--- src/rtl/watch_supervisor_pkg.sv ---
// Shared constants for the password-protected watchdog and interval timer.
package watch_supervisor_pkg;

    // ------------------------------------------------------------------
    // Register map and access keys
    // ------------------------------------------------------------------
    localparam logic [15:0] SUPERVISOR_CONTROL_ADDR = 16'h0120;
    localparam logic [7:0]  WRITE_KEY               = 8'h5A;
    localparam logic [7:0]  READ_SIGNATURE          = 8'h69;
    localparam logic [7:0]  CONTROL_RESET           = 8'h00;

    // ------------------------------------------------------------------
    // Control field positions
    // ------------------------------------------------------------------
    localparam int INTERVAL_SEL_LO_BIT      = 0;
    localparam int INTERVAL_SEL_HI_BIT      = 1;
    localparam int CLOCK_SELECT_BIT         = 2;
    localparam int COUNTER_CLEAR_BIT        = 3;
    localparam int INTERVAL_MODE_SELECT_BIT = 4;
    localparam int PIN_FUNCTION_BIT         = 5;
    localparam int PIN_EDGE_SELECT_BIT      = 6;
    localparam int HOLD_BIT                 = 7;

    // ------------------------------------------------------------------
    // Interval tap codes and the counter bit each one watches
    // ------------------------------------------------------------------
    localparam logic [1:0] TAP_CODE_LONGEST = 2'b00;
    localparam logic [1:0] TAP_CODE_LONG    = 2'b01;
    localparam logic [1:0] TAP_CODE_SHORT   = 2'b10;
    localparam logic [1:0] TAP_CODE_SHORTEST = 2'b11;
    localparam logic [3:0] TAP_BIT_LONGEST  = 4'hF;
    localparam logic [3:0] TAP_BIT_LONG     = 4'hD;
    localparam logic [3:0] TAP_BIT_SHORT    = 4'h9;
    localparam logic [3:0] TAP_BIT_SHORTEST = 4'h6;

    // Depth of the pin synchroniser.
    localparam int PIN_SYNC_STAGES = 3;

endpackage : watch_supervisor_pkg

--- src/rtl/watch_supervisor.sv ---
// Watchdog and interval timer with a password-protected control word.
// Overview of operation
// RULE1: Hidden 16-bit counter, reached only via control.
// RULE2: Two low bits pick one of four taps.
// RULE3: Bit 2 selects main or auxiliary clock.
// RULE4: Writing bit 3 restarts counter; reads undefined.
// RULE5: Bit 4 selects watchdog or interval mode.
// RULE6: Bit 5: pin level reset or edge interrupt.
// RULE7: Bit 6 selects rising or falling pin edge.
// RULE8: Changing edge select may fire the interrupt.
// RULE9: Bit 7 holds the counter at its value.
// RULE10: Reads need no key; high byte constant.
// RULE11: Writes update only with correct key byte.
// RULE12: Wrong key on write forces system reset.
// RULE13: Software uses whole 16-bit word accesses only.
// RULE14: Watchdog expiry or key violation resets system.
// RULE15: Flag marks resets caused by this block.
// RULE16: Any reset clears control bits and counter.
// RULE17: Interval mode sets flag every elapsed interval.
// RULE18: Interrupt needs flag, enable and global enable.
// RULE19: Servicing clears flag, leaves enable unchanged.
// RULE20: Interval vector differs from the reset vector.
// RULE21: Software changes interval together with counter clear.
// RULE22: Software holds counter before switching clock source.
// RULE23: Expiry is the tap bit's rising edge, one pulse.
module watch_supervisor
    import watch_supervisor_pkg::*;
#(
    parameter int CounterWidth = 16
)
(
    input  wire logic        core_clk,
    input  wire logic        rst,
    input  wire logic        systemResetIn,
    input  wire logic        auxClkTick,
    input  wire logic [15:0] perAddr,
    input  wire logic        perRdEn,
    input  wire logic        perWrEn,
    input  wire logic [15:0] perWrData,
    output logic      [15:0] perRdData,
    input  wire logic        rstNmiPin,
    input  wire logic        supervisorIrqEnable,
    input  wire logic        globalIrqEnable,
    input  wire logic        irqServiced,
    input  wire logic        flagClear,
    output logic             supervisorFlag,
    output logic             irqRequest,
    output logic             intervalVectorSel,
    output logic             systemResetReq,
    output logic             pinResetActive,
    output logic             nmiPulse
);

    // ------------------------------------------------------------------
    // Elaboration check
    // ------------------------------------------------------------------
    // The longest tap is fixed at bit 15, so the counter must be 16 bits.
    if (CounterWidth != 16)
    begin : g_width_check
        $error("watch_supervisor supports only a 16-bit counter");
    end

    // ------------------------------------------------------------------
    // Declarations
    // ------------------------------------------------------------------
    logic [7:0]              control_q;
    logic [CounterWidth-1:0] counter_q;
    logic [CounterWidth-1:0] counter_d;
    logic                    tapPrev_q;
    logic                    tapBit;
    logic [3:0]              tapIndex;
    logic                    countTick;
    logic                    expiryPulse;
    logic                    ctrlHit;
    logic                    keyOk;
    logic                    goodWrite;
    logic                    keyViolation;
    logic                    clearRequest;
    logic                    watchdogExpiry;
    logic                    ownReset;
    logic                    anyReset;
    logic                    systemResetReq_q;
    logic                    supervisorFlag_q;
    logic [15:0]             perRdData_q;
    logic [PIN_SYNC_STAGES-1:0] pinSync_q;
    logic                    pinStable_q;
    logic                    edgeView;
    logic                    edgeViewPrev_q;
    logic                    nmiPulse_q;

    // Field views of the control byte.
    logic [1:0] intervalSel;
    logic       clockSelect;
    logic       intervalMode;
    logic       pinIsNmi;
    logic       pinEdgeSelect;
    logic       holdCounter;

    assign intervalSel   = control_q[INTERVAL_SEL_HI_BIT:INTERVAL_SEL_LO_BIT];
    assign clockSelect   = control_q[CLOCK_SELECT_BIT];
    assign intervalMode  = control_q[INTERVAL_MODE_SELECT_BIT];
    assign pinIsNmi      = control_q[PIN_FUNCTION_BIT];
    assign pinEdgeSelect = control_q[PIN_EDGE_SELECT_BIT];
    assign holdCounter   = control_q[HOLD_BIT];

    // ------------------------------------------------------------------
    // Control word access decode
    // ------------------------------------------------------------------
    // Only full-word writes are expected; the key byte is checked on every one.
    assign ctrlHit      = (perAddr == SUPERVISOR_CONTROL_ADDR);
    assign keyOk        = (perWrData[15:8] == WRITE_KEY);
    assign goodWrite    = perWrEn & ctrlHit & keyOk;              // [RULE11] [RULE13]
    assign keyViolation = perWrEn & ctrlHit & ~keyOk;             // [RULE12]
    assign clearRequest = goodWrite & perWrData[COUNTER_CLEAR_BIT]; // [RULE4]

    // A system reset from outside or one raised here both clear the control byte, counter and tap edge.
    assign ownReset = systemResetReq_q;
    assign anyReset = rst | systemResetIn | ownReset;

    // Control byte: the clear bit is a command and is never stored.
    always_ff @(posedge core_clk)
    begin
        if (anyReset)
        begin
            control_q <= CONTROL_RESET;                             // [RULE16] [RULE14]
        end
        else if (goodWrite)
        begin
            control_q <= perWrData[7:0] & ~(8'h01 << COUNTER_CLEAR_BIT); // [RULE11]
        end
    end

    // Read data needs no key; the high byte is a fixed signature.
    always_ff @(posedge core_clk)
    begin
        if (!rst && perRdEn && ctrlHit)
        begin
            perRdData_q <= {READ_SIGNATURE, control_q};             // [RULE10]
        end
        else
        begin
            perRdData_q <= 16'h0000;
        end
    end

    // ------------------------------------------------------------------
    // Counter clocking and interval taps
    // ------------------------------------------------------------------
    // The auxiliary clock arrives as an enable pulse on core_clk, so the
    // clock multiplexer is a choice of enable; hold gates both sources.
    assign countTick = ~holdCounter & (clockSelect ? auxClkTick : 1'b1); // [RULE3] [RULE9]

    always_comb
    begin
        unique case (intervalSel)                                   // [RULE2]
            TAP_CODE_SHORTEST: tapIndex = TAP_BIT_SHORTEST;
            TAP_CODE_SHORT:    tapIndex = TAP_BIT_SHORT;
            TAP_CODE_LONG:     tapIndex = TAP_BIT_LONG;
            TAP_CODE_LONGEST:  tapIndex = TAP_BIT_LONGEST;
        endcase
    end

    assign tapBit = counter_q[tapIndex];

    // Counter next value: clear beats counting, hold freezes it.
    always_comb
    begin
        if (clearRequest)
        begin
            counter_d = '0;                                         // [RULE4] [RULE17]
        end
        else if (countTick)
        begin
            counter_d = counter_q + 1'b1;
        end
        else
        begin
            counter_d = counter_q;                                  // [RULE9]
        end
    end

    // The counter has no bus path of its own; software cannot see it.
    always_ff @(posedge core_clk)
    begin
        if (anyReset)
        begin
            counter_q <= '0;                                        // [RULE1] [RULE16]
        end
        else
        begin
            counter_q <= counter_d;
        end
    end

    // Expiry is the rising edge of the chosen tap. Changing the tap without
    // a clear can show an instant edge, which is the known hazard.
    always_ff @(posedge core_clk)
    begin
        if (anyReset)
        begin
            tapPrev_q <= 1'b0;
        end
        else
        begin
            tapPrev_q <= tapBit;
        end
    end

    assign expiryPulse    = tapBit & ~tapPrev_q;                    // [RULE23]
    assign watchdogExpiry = expiryPulse & ~intervalMode;            // [RULE5]

    // ------------------------------------------------------------------
    // System reset request and supervisor flag
    // ------------------------------------------------------------------
    // One-cycle reset request; it also clears this block's own state.
    always_ff @(posedge core_clk)
    begin
        if (rst || systemResetIn)
        begin
            systemResetReq_q <= 1'b0;
        end
        else
        begin
            systemResetReq_q <= (watchdogExpiry | keyViolation) & ~ownReset; // [RULE14] [RULE12]
        end
    end

    // Flag survives the system reset it causes; only power-on clears it
    // besides software and servicing. A new event wins over a clear.
    always_ff @(posedge core_clk)
    begin
        if (rst)
        begin
            supervisorFlag_q <= 1'b0;
        end
        else if ((watchdogExpiry | keyViolation) & ~ownReset)
        begin
            supervisorFlag_q <= 1'b1;                               // [RULE15]
        end
        else if (expiryPulse & intervalMode & ~ownReset)
        begin
            supervisorFlag_q <= 1'b1;                               // [RULE17]
        end
        else if (flagClear || (irqServiced && intervalMode))
        begin
            supervisorFlag_q <= 1'b0;                               // [RULE19]
        end
    end

    // Enable bit lives outside and is never touched by servicing.
    assign irqRequest = supervisorFlag_q & intervalMode
                        & supervisorIrqEnable & globalIrqEnable;    // [RULE18] [RULE19]
    assign intervalVectorSel = intervalMode;                        // [RULE20]

    // ------------------------------------------------------------------
    // Reset / interrupt pin
    // ------------------------------------------------------------------
    // Three-stage synchroniser; a level is accepted once stages two and
    // three agree, which filters a single-cycle glitch.
    always_ff @(posedge core_clk)
    begin
        if (rst)
        begin
            pinSync_q   <= '1;
            pinStable_q <= 1'b1;
        end
        else
        begin
            pinSync_q <= {pinSync_q[PIN_SYNC_STAGES-2:0], rstNmiPin};
            if (pinSync_q[1] == pinSync_q[2])
            begin
                pinStable_q <= pinSync_q[2];
            end
        end
    end

    // Edge select inverts the pin ahead of a rising detector, so flipping
    // the select can itself look like an edge.
    assign edgeView = pinStable_q ^ pinEdgeSelect;                  // [RULE7] [RULE8]

    // The previous view resets to the idle view, so reset never fakes an edge.
    always_ff @(posedge core_clk)
    begin
        if (rst)
        begin
            edgeViewPrev_q <= 1'b1;
            nmiPulse_q     <= 1'b0;
        end
        else
        begin
            edgeViewPrev_q <= edgeView;
            nmiPulse_q     <= pinIsNmi & edgeView & ~edgeViewPrev_q; // [RULE6] [RULE8]
        end
    end

    // Level-sensitive reset while the pin is low in reset function.
    assign pinResetActive = ~pinIsNmi & ~pinStable_q;               // [RULE6]

    // ------------------------------------------------------------------
    // Outputs
    // ------------------------------------------------------------------
    assign perRdData      = perRdData_q;
    assign supervisorFlag = supervisorFlag_q;
    assign systemResetReq = systemResetReq_q;
    assign nmiPulse       = nmiPulse_q;
endmodule // watch_supervisor

--- config.mk ---
export PLATFORM = sky130hd
export DESIGN_NAME = watch_supervisor
export DESIGN_NICKNAME = d
export VERILOG_FILES = /design/src/rtl/watch_supervisor_pkg.sv /design/src/rtl/watch_supervisor.sv
export SDC_FILE = /design/constraint.sdc
export NUM_CORES = 1
export LEC_CHECK = 0
export ABC_CLOCK_PERIOD_IN_PS = 1700
export BUFFER_PORTS_ARGS = -buffer_cell sky130_fd_sc_hd__buf_2
export CORE_AREA = 2 2 77 57
export CTS_BUF_LIST = sky130_fd_sc_hd__clkbuf_2
export CTS_CLUSTER_DIAMETER = 120
export DETAILED_ROUTE_END_ITERATION = 6
export DIE_AREA = 0 0 79 59
export PLACE_DENSITY = 0.75
export SETUP_SLACK_MARGIN = 0.15
export SLEW_MARGIN = 25
export SYNTH_ARGS = -nofsm -noshare
export SYNTH_HDL_FRONTEND = slang
export SYNTH_SLANG_ARGS = --single-unit
--- constraint.sdc ---
create_clock -name core_clk -period 1.7 [get_ports core_clk]
set_input_delay 0.51 -clock core_clk [delete_from_list [all_inputs] [get_ports core_clk]]
set_output_delay 0.51 -clock core_clk [all_outputs]
set_load 0.1 [all_outputs]
# Word level (Yosys, flattened, before mapping)
# Cells that the tools add are included.
[classes] addsub=1 n_lt_le_gt_ge=1 n_eq_ne=6 n_mux=8 n_bitwise=28 n_reduce_logical=9
[op_table] op="adder 16 x 1 -> 16 bit, second input constant" n=1
[op_table] op="bitwise AND 1 bit" n=16
[op_table] op="equality test 16 x 9 -> 1 bit, second input constant" n=1
[op_table] op="one-hot mux 4 bit (4 select lines)" n=1
[op_table] op="two-way mux 15 bit" n=1
[op_table] op="equality test 8 x 7 -> 1 bit, second input constant" n=1
[op_table] op="inverter 1 bit" n=8
[op_table] op="< comparator 4 x 5 -> 1 bit, second input constant" n=1
[op_table] op="two-way mux 1 bit" n=5
[op_table] op="binary-select mux 1 bit (select 4 bit)" n=1
[op_table] op="equality test 2 bit, second input constant" n=2
[op_table] op="logical AND 1 bit" n=3
[op_table] op="OR 1 bit" n=3
[op_table] op="nonzero test 3 bit" n=1
[op_table] op="equality test 2 x 1 -> 1 bit, second input constant" n=1
[op_table] op="logical NOT 2 bit" n=1
[op_table] op="logical OR 1 bit" n=2
[op_table] op="OR reduction 2 bit" n=1
[op_table] op="equality test 1 bit" n=1
[op_table] op="logical NOT 1 bit" n=1
[op_table] op="bitwise XOR 1 bit" n=1
[word_totals] register_bits=47 input_bits=43 out_inout_bits=22 word_cells=64

# Depth between registers and ports, before layout
# Gate-level depths: netlist of run 1.
[logic_depth] depth_word=9 ltp_mapped=7 ltp_nobuf=6

# Worst setup path after synthesis of run 1
# No wires, ideal clock.
[synth_timing] path_type="flip-flop to output port" startpoint="reg control_q[4]" endpoint="out irqRequest" arrival_ns=1.941 t_required_ns=1.190 path_slack_ns=-0.751 path_stages_with_launch=2 path_buffers=0 path_cell_list="dfxtp_1 > and4_1"
[synth_via] elab_chain_cells=3
[synth_rtl] element="start, declared" line_no="watch_supervisor.sv:66" source="logic [7:0] control_q;"
[synth_rtl] element="start signal, assigned" line_no="watch_supervisor.sv:129" source="control_q <= perWrData[7:0] & ~(8'h01 << COUNTER_CLEAR_BIT);"
[synth_rtl] element="bitwise AND 1 bit" line_no="watch_supervisor.sv:251" source="assign irqRequest = supervisorFlag_q & intervalMode"
[synth_rtl] element="bitwise AND 1 bit (2 in series)" line_no="watch_supervisor.sv:252" source="& supervisorIrqEnable & globalIrqEnable;"
[synth_rtl] element="end, declared" line_no="watch_supervisor.sv:47" source="output logic irqRequest,"
# No other way between the ends.

# Final worst setup path of run 1
# Same ends and word-level chain as after synthesis.

==> results of run 1 <==
[routing by layer]
layer / up-vias / wire [microns] / track usage (%)
li1: 718 / - / -
met1: 675 / 1640 / 18.7
met2: 50 / 1690 / 25.5
met3: 6 / 210 / 4.42
met4: 0 / 85 / 9.61
met5: - / 0 / 0
[kinds of logic (layout without fill, tap and decap cells)]
logic type,count (synthesis),in the layout,share of synthesized area (%)
AND/OR/NAND/NOR,78,78,25.8
flip-flops,40,40,46.5
XOR/XNOR,16,16,8.13
buffers and inverters,15,83,6.17
multiplexers,10,10,7.26
AO/OA/AOI/OAI,9,10,3.78
adder cells (fa/ha/maj),3,3,2.18
other,1,5,0.218
[critical path, stage by stage (launching register included)]
cell	delay, ns
dfxtp_4	0.39
and4_4	0.22
buf_12	0.17
[report_power, final]
group	leakage, nW	switching, mW	internal [mW]
combinational	0.613	0.0850	0.0513
sequential	0.329	0.00393	0.936
clock	0.0306	0.287	0.110
[registers in the layout, summed over array words and instances (netlist names)]
name,count
counter_q,16
pinSync_q,3
nmiPulse,1
perRdData,8
supervisorFlag,1
systemResetReq,1
pinStable_q,1
tapPrev_q,1
edgeViewPrev_q,1
control_q,7
[layout make-up]
| class | count | area, sq um |
|---|---|---|
| fillers | 327 | 1400 |
| multi-input cells | 122 | 931 |
| flip-flops and latches | 40 | 826 |
| repair buffers | 73 | 584 |
| well taps | 52 | 65.1 |
| clock buffers | 7 | 35.0 |
| inverters | 2 | 10.0 |
| clock inverters | 1 | 3.75 |
[path summary, 6_finish.rpt]
check	start	to	slack [ns]	cells after the start
worst max-delay path	control_q[4]	irqRequest	0.03	2
worst min-delay path	rstNmiPin	pinSync_q[0]	0.30	2
worst max register to register	control_q[0]	systemResetReq	0.07	6
worst min register to register	edgeViewPrev_q	nmiPulse	0.41	1
[layout by cell type, fill, tap and decap left out, drive strengths merged, types with 2 or more instances in the layout]
cell,instances
or3,2
clkbuf,7
nor4bb,2
a21o,2
or2,3
nor4b,5
conb,5
ha,3
mux2i,8
xor2,11
inv,2
mux4,2
nand4,2
nand3,6
and4,4
buf,73
nor2,27
nand2,12
xnor2,5
and2,8
a21oi,3
nor4,3
dfxtp,40
[Yosys cell counts (2+ instances only)]
master	number
a21oi_1	3
and2_1	8
and4_1	4
buf_4	8
clkbuf_1	2
dfxtp_1	40
ha_1	3
inv_1	2
mux2i_1	8
mux4_2	2
nand2_1	12
nand3_1	6
nand4_1	2
nor2_1	27
nor4_1	2
nor4b_1	4
nor4bb_1	2
or2_2	3
or3_1	2
xnor2_1	5
xor2_1	11
[timing repair]
item                                    CTS  global route
endpoints found under the setup margin   19            26
endpoints found under the hold margin     0             0
hold buffers                              0             0
gates resized for setup                  34            35
setup buffers                             1             4
pin swaps                                 2             5
gates cloned                              0             1
==> key figures, run 1 <==
Finish
  – Ant diodes: 0
  – Share of cells above drive strength 1: 45.7%
  – Non-filler instance count after layout: 297
  – Layout net count: 290
  – Synthesis-to-finish area growth: 42.5%
  – Fin area: 2450 sq um
  – Core Util, Final: 63.7%

Flow run
  – Max-cap violations: 0

Setup path
  – Worst setup EP type: output port
  – WS Path Type: reg -> out
  – CP required: 1.19 ns
  – Crit-path max FO: 3
  – Crit path DAT: 1.16 ns
  – Startpoint Class: flip-flop

STA
  – WHS: 0.303 ns
  – Minimum clock period: 1.67 ns
  – Final Max Tran Viols: 0
  – Final setup margin: 0.0291 ns
  – RSZ-0062 raised after global routing: true
  – Peak Freq: between 500 and 600 MHz
  – Final hold viol count: 0
  – Clock Skew: 0.0162 ns
  – Setup TNS: 0 ns
  – Tcrit/Tclk final: 98.3%
  – Final setup violation count: 0

Power and ir drop
  – Peak VDD IR: 0.311 mV
  – Tot Pwr: 1.47 mW
  – Pwr dens: 600 nW/um^2
  – Static leakage: around 0.97 nW

Synth
  – Mapped Cells: roughly 170
  – Most used DFF post-synth: dfxtp_1
  – Share of the synthesized area in the top cell type: between 40 and 50%
  – Cell area after synthesis: ~1700 sq um
  – Netlist cell types: 37
  – Post-synth ARST share: 0%
  – Register area share after synthesis: a little under half
  – Syn avg cell area: 10.0 sq um
  – Area contributors post-synth: dfxtp_1 (46%), nor2_1 (5.9%), xor2_1 (5.6%), mux2i_1 (4.6%), buf_4 (3.5%)
  – Flops & latches, synth: 40
  – Number of synthesized flops with an enable pin: 0
  – Yosys top cell by area: dfxtp_1
  – Yosys warnings: 0

Detailed routing
  – Via count: around 1400
  – DR DRC count: 0
  – Vias per std cell: 4.88
  – ANT nets after route: 0
  – WL final: 3630 microns
  – 1st-pass router iterations: 4
  – Wire per inst: 12.2 microns
  – Iter 0 DRT Violations: 36

Global routing
  – First-pass GRT wire length: 5540 microns
  – Number of global-route vias before repair: 1321
  – Gr ovfl total: 0
  – GRT Total Usage: 15.7%
  – Initial antenna violation count: 0
  – Maximum number of pins on one net before global-route repair: 17

Placed design
  – Pre-CTS setup slack: -0.225 ns
  – Placed cell count: ~280
  – Count of input and output buffers: 59
  – Placement Cell Area: 2120 sq um
  – GP Congestion: 0.815
  – HPWL after detailed placement: 2460 microns

Die
  – Height of the chip: 59 microns
  – Die W: 79 microns
  – Initial Util: roughly 45%
  – Core area: 3850 sq um
  – Core Rows: 19
  – DIE AREA: 4660 sq um
  – Boundary pin count: 65

Clock tree
  – CTS tree: done
  – CTS Buffer Depth: 2
  – Root buf cell: clkbuf_2
  – Total CTS buffers: 5
  – H-tree levels: 2
  – Clock Pin Slew Worst Setup and Hold Paths: 0.16 ns
  – Worst-Skew Late Latency: 0.39 ns
  – Clk sink count: 40

Worst hold path
  – Tightest Hold Check Type: in -> reg

Outcome
  – Status: completed
(Power assumes the default switching activity.)
==> run 2: changes to the inputs <==
==> constraint.sdc (replaced) <==
create_clock -name core_clk -period 1.7 [get_ports core_clk]
set_input_delay 0.34 -clock core_clk [delete_from_list [all_inputs] [get_ports core_clk]]
set_output_delay 0.34 -clock core_clk [all_outputs]
set_load 0.1 [all_outputs]
==> key figures, run 2 (synthesis results as in run 1) <==
Outcome
  – Status: completed

Finish
  – Most frequent cells in the layout: buf_2 (51), dfxtp_1 (33), nor2_1 (26)
  – Ant diodes: 0
  – Fillers: 345
  – Share of cells above drive strength 1: 41.4%
  – Largest register FFs: 16
  – Most common cell after layout, fill and taps aside: buf_2
  – Largest Register: counter_q
  – Synthesis-to-finish area growth: 29.3%
  – Layout net count: between 200 and 300
  – Non-filler instance count after layout: 291

Clock tree
  – Clock Pin Slew Worst Setup and Hold Paths: 0.19 ns
  – Root buf cell: clkbuf_2
  – Worst-Skew Late Latency: 0.37 ns
  – Hold buffers post-CTS: 0
  – Clk sink count: 40
  – Total CTS buffers: 5
  – H-tree levels: 2
  – CTS tree: done
  – CTS Buffer Depth: 2

Detailed routing
  – Vias per std cell: 4.73
  – 1st-pass router iterations: 4
  – Wire per inst: 11.5 microns
  – ANT nets after route: 0
  – Via count: 1376
  – Iter 0 DRT Violations: 41
  – DR DRC count: 0
  – WL final: about 3300 microns

Setup path
  – Startpoint Class: flip-flop
  – CP Cell Sequence: ha_4 > mux4_2 > mux2i_4 > o21a_1 > o31ai_1
  – FF-to-FF Start: control_q[1]
  – CP required: 1.99 ns
  – Crit-path max FO: 3
  – Slowest cell on crit path: mux4_2
  – Worst setup EP type: flip-flop
  – WS Path Type: reg -> reg
  – Register-to-register setup slack: 0.13 ns
  – Crit path DAT: 1.87 ns
  – RR Endpoint: supervisorFlag
  – Cell family with most CP delay: multiplexers
  – Crit path largest cell delay: 0.52 ns
  – Crit path buf inv count: 0
  – Reg2Reg Depth: 5

Worst hold path
  – Min-Delay Path Depth: 2
  – Tightest Hold Check Type: in -> reg
  – Worst Hold Launch: rstNmiPin
  – Hold EP: pinSync_q[0]

Power and ir drop
  – Reg power frac: 64.3%
  – Internal: 1.10 mW
  – Clock power share: 27.0%
  – Tot Pwr: roughly 1.5 mW
  – Pwr dens: 661 nW/um^2
  – Net switching power: 371 uW
  – Peak VDD IR: 0.323 mV
  – Switching share of power: between 20% and 30%
  – Static leakage: 0.912 nW
  – Combinational share of power: just under 9%

STA
  – RSZ-0062 raised after global routing: true
  – WHS: 0.151 ns
  – Tcrit/Tclk final: 92.6%
  – Final Max Tran Viols: 0
  – Peak Freq: roughly 640 MHz
  – Minimum clock period: 1.57 ns
  – Final hold viol count: 0
  – Clock Skew: 0.00952 ns
  – Final setup violation count: 0

Die
  – Height of the chip: 59 microns
  – Die W: 79 microns
  – Initial Util: 44.7%
  – Boundary pin count: 65
  – Core Rows: 19
  – DIE AREA: 4660 sq um
  – Core area: 3850 sq um

Global routing
  – Number of global-route vias before repair: 1176
  – First-pass GRT wire length: 5190 microns
  – GRT Total Usage: about 15%
  – Initial antenna violation count: 0
  – Gr ovfl total: 0
  – Maximum number of pins on one net before global-route repair: 17

Placed design
  – Placed cell count: 279
  – GP Congestion: 0.810
  – HPWL after detailed placement: 2570 microns
  – Count of input and output buffers: 59

Flow run
  – Max-cap violations: 0
==> run 2: how the worst max path moves through the flow <==
| stage | slack [ns] | cells after the start | from | endpoint |
|---|---|---|---|---|
| after floorplan | 0.005 | 1 | control_q[4] | irqRequest |
| after global placement | -0.03 | 7 | perAddr[6] | counter_q[12] |
| after detailed placement | -0.05 | 7 | perAddr[6] | counter_q[15] |
| after CTS | 0.08 | 2 | control_q[4] | irqRequest |
| after global routing | 0.05 | 6 | control_q[0] | supervisorFlag |
| final | 0.13 | 5 | control_q[1] | supervisorFlag |
==> run 2: area by class of cell <==
class | instances | area, sq um | area share (%)
multi-input cells | 121 | 891 | 40.0
repair buffers | 68 | 410 | 18.4
well taps | 52 | 65.1 | 2.92
clock buffers | 7 | 35.0 | 1.57
inverters | 2 | 10.0 | 0.449
clock inverters | 1 | 3.75 | 0.169
flip-flops and latches | 40 | 812 | 36.5
==> run 2: power by group through the flow <==
stage	registers (mW)	logic, mW	clock network (mW)
after floorplan	0.966	0.0871	0
after global placement	0.967	0.126	0
after detailed placement	0.967	0.127	0
after CTS	0.946	0.128	0.406
after global routing	0.948	0.137	0.440
final	0.946	0.128	0.398
==> run 2: through the flow <==
stage          instance area (sq um)  setup WS (ns)  TNS (ns)  utilization [%]
2_1_floorplan                   1750        0.00475         0                -
3_3_place_gp                    2060        -0.0349    -0.535             53.6
3_5_place_dp                    2060        -0.0506    -0.629             53.6
4_1_cts                         2170         0.0773         0             56.2
5_1_grt                         2230         0.0500         0             57.8
6_report                        2230          0.126         0             57.8
==> run 2: repair_timing <==
item	4_1_cts	5_1_grt
setup buffers	2	2
resized for setup	12	14
setup endpoints to repair	6	19
pin swaps	2	6
==> run 2: routing by layer <==
metal	global-route usage [%]	part of all wire, %
met5	0	0
met4	5.91	1.2
met3	3.20	6.3
met2	23.2	44
met1	19.4	48
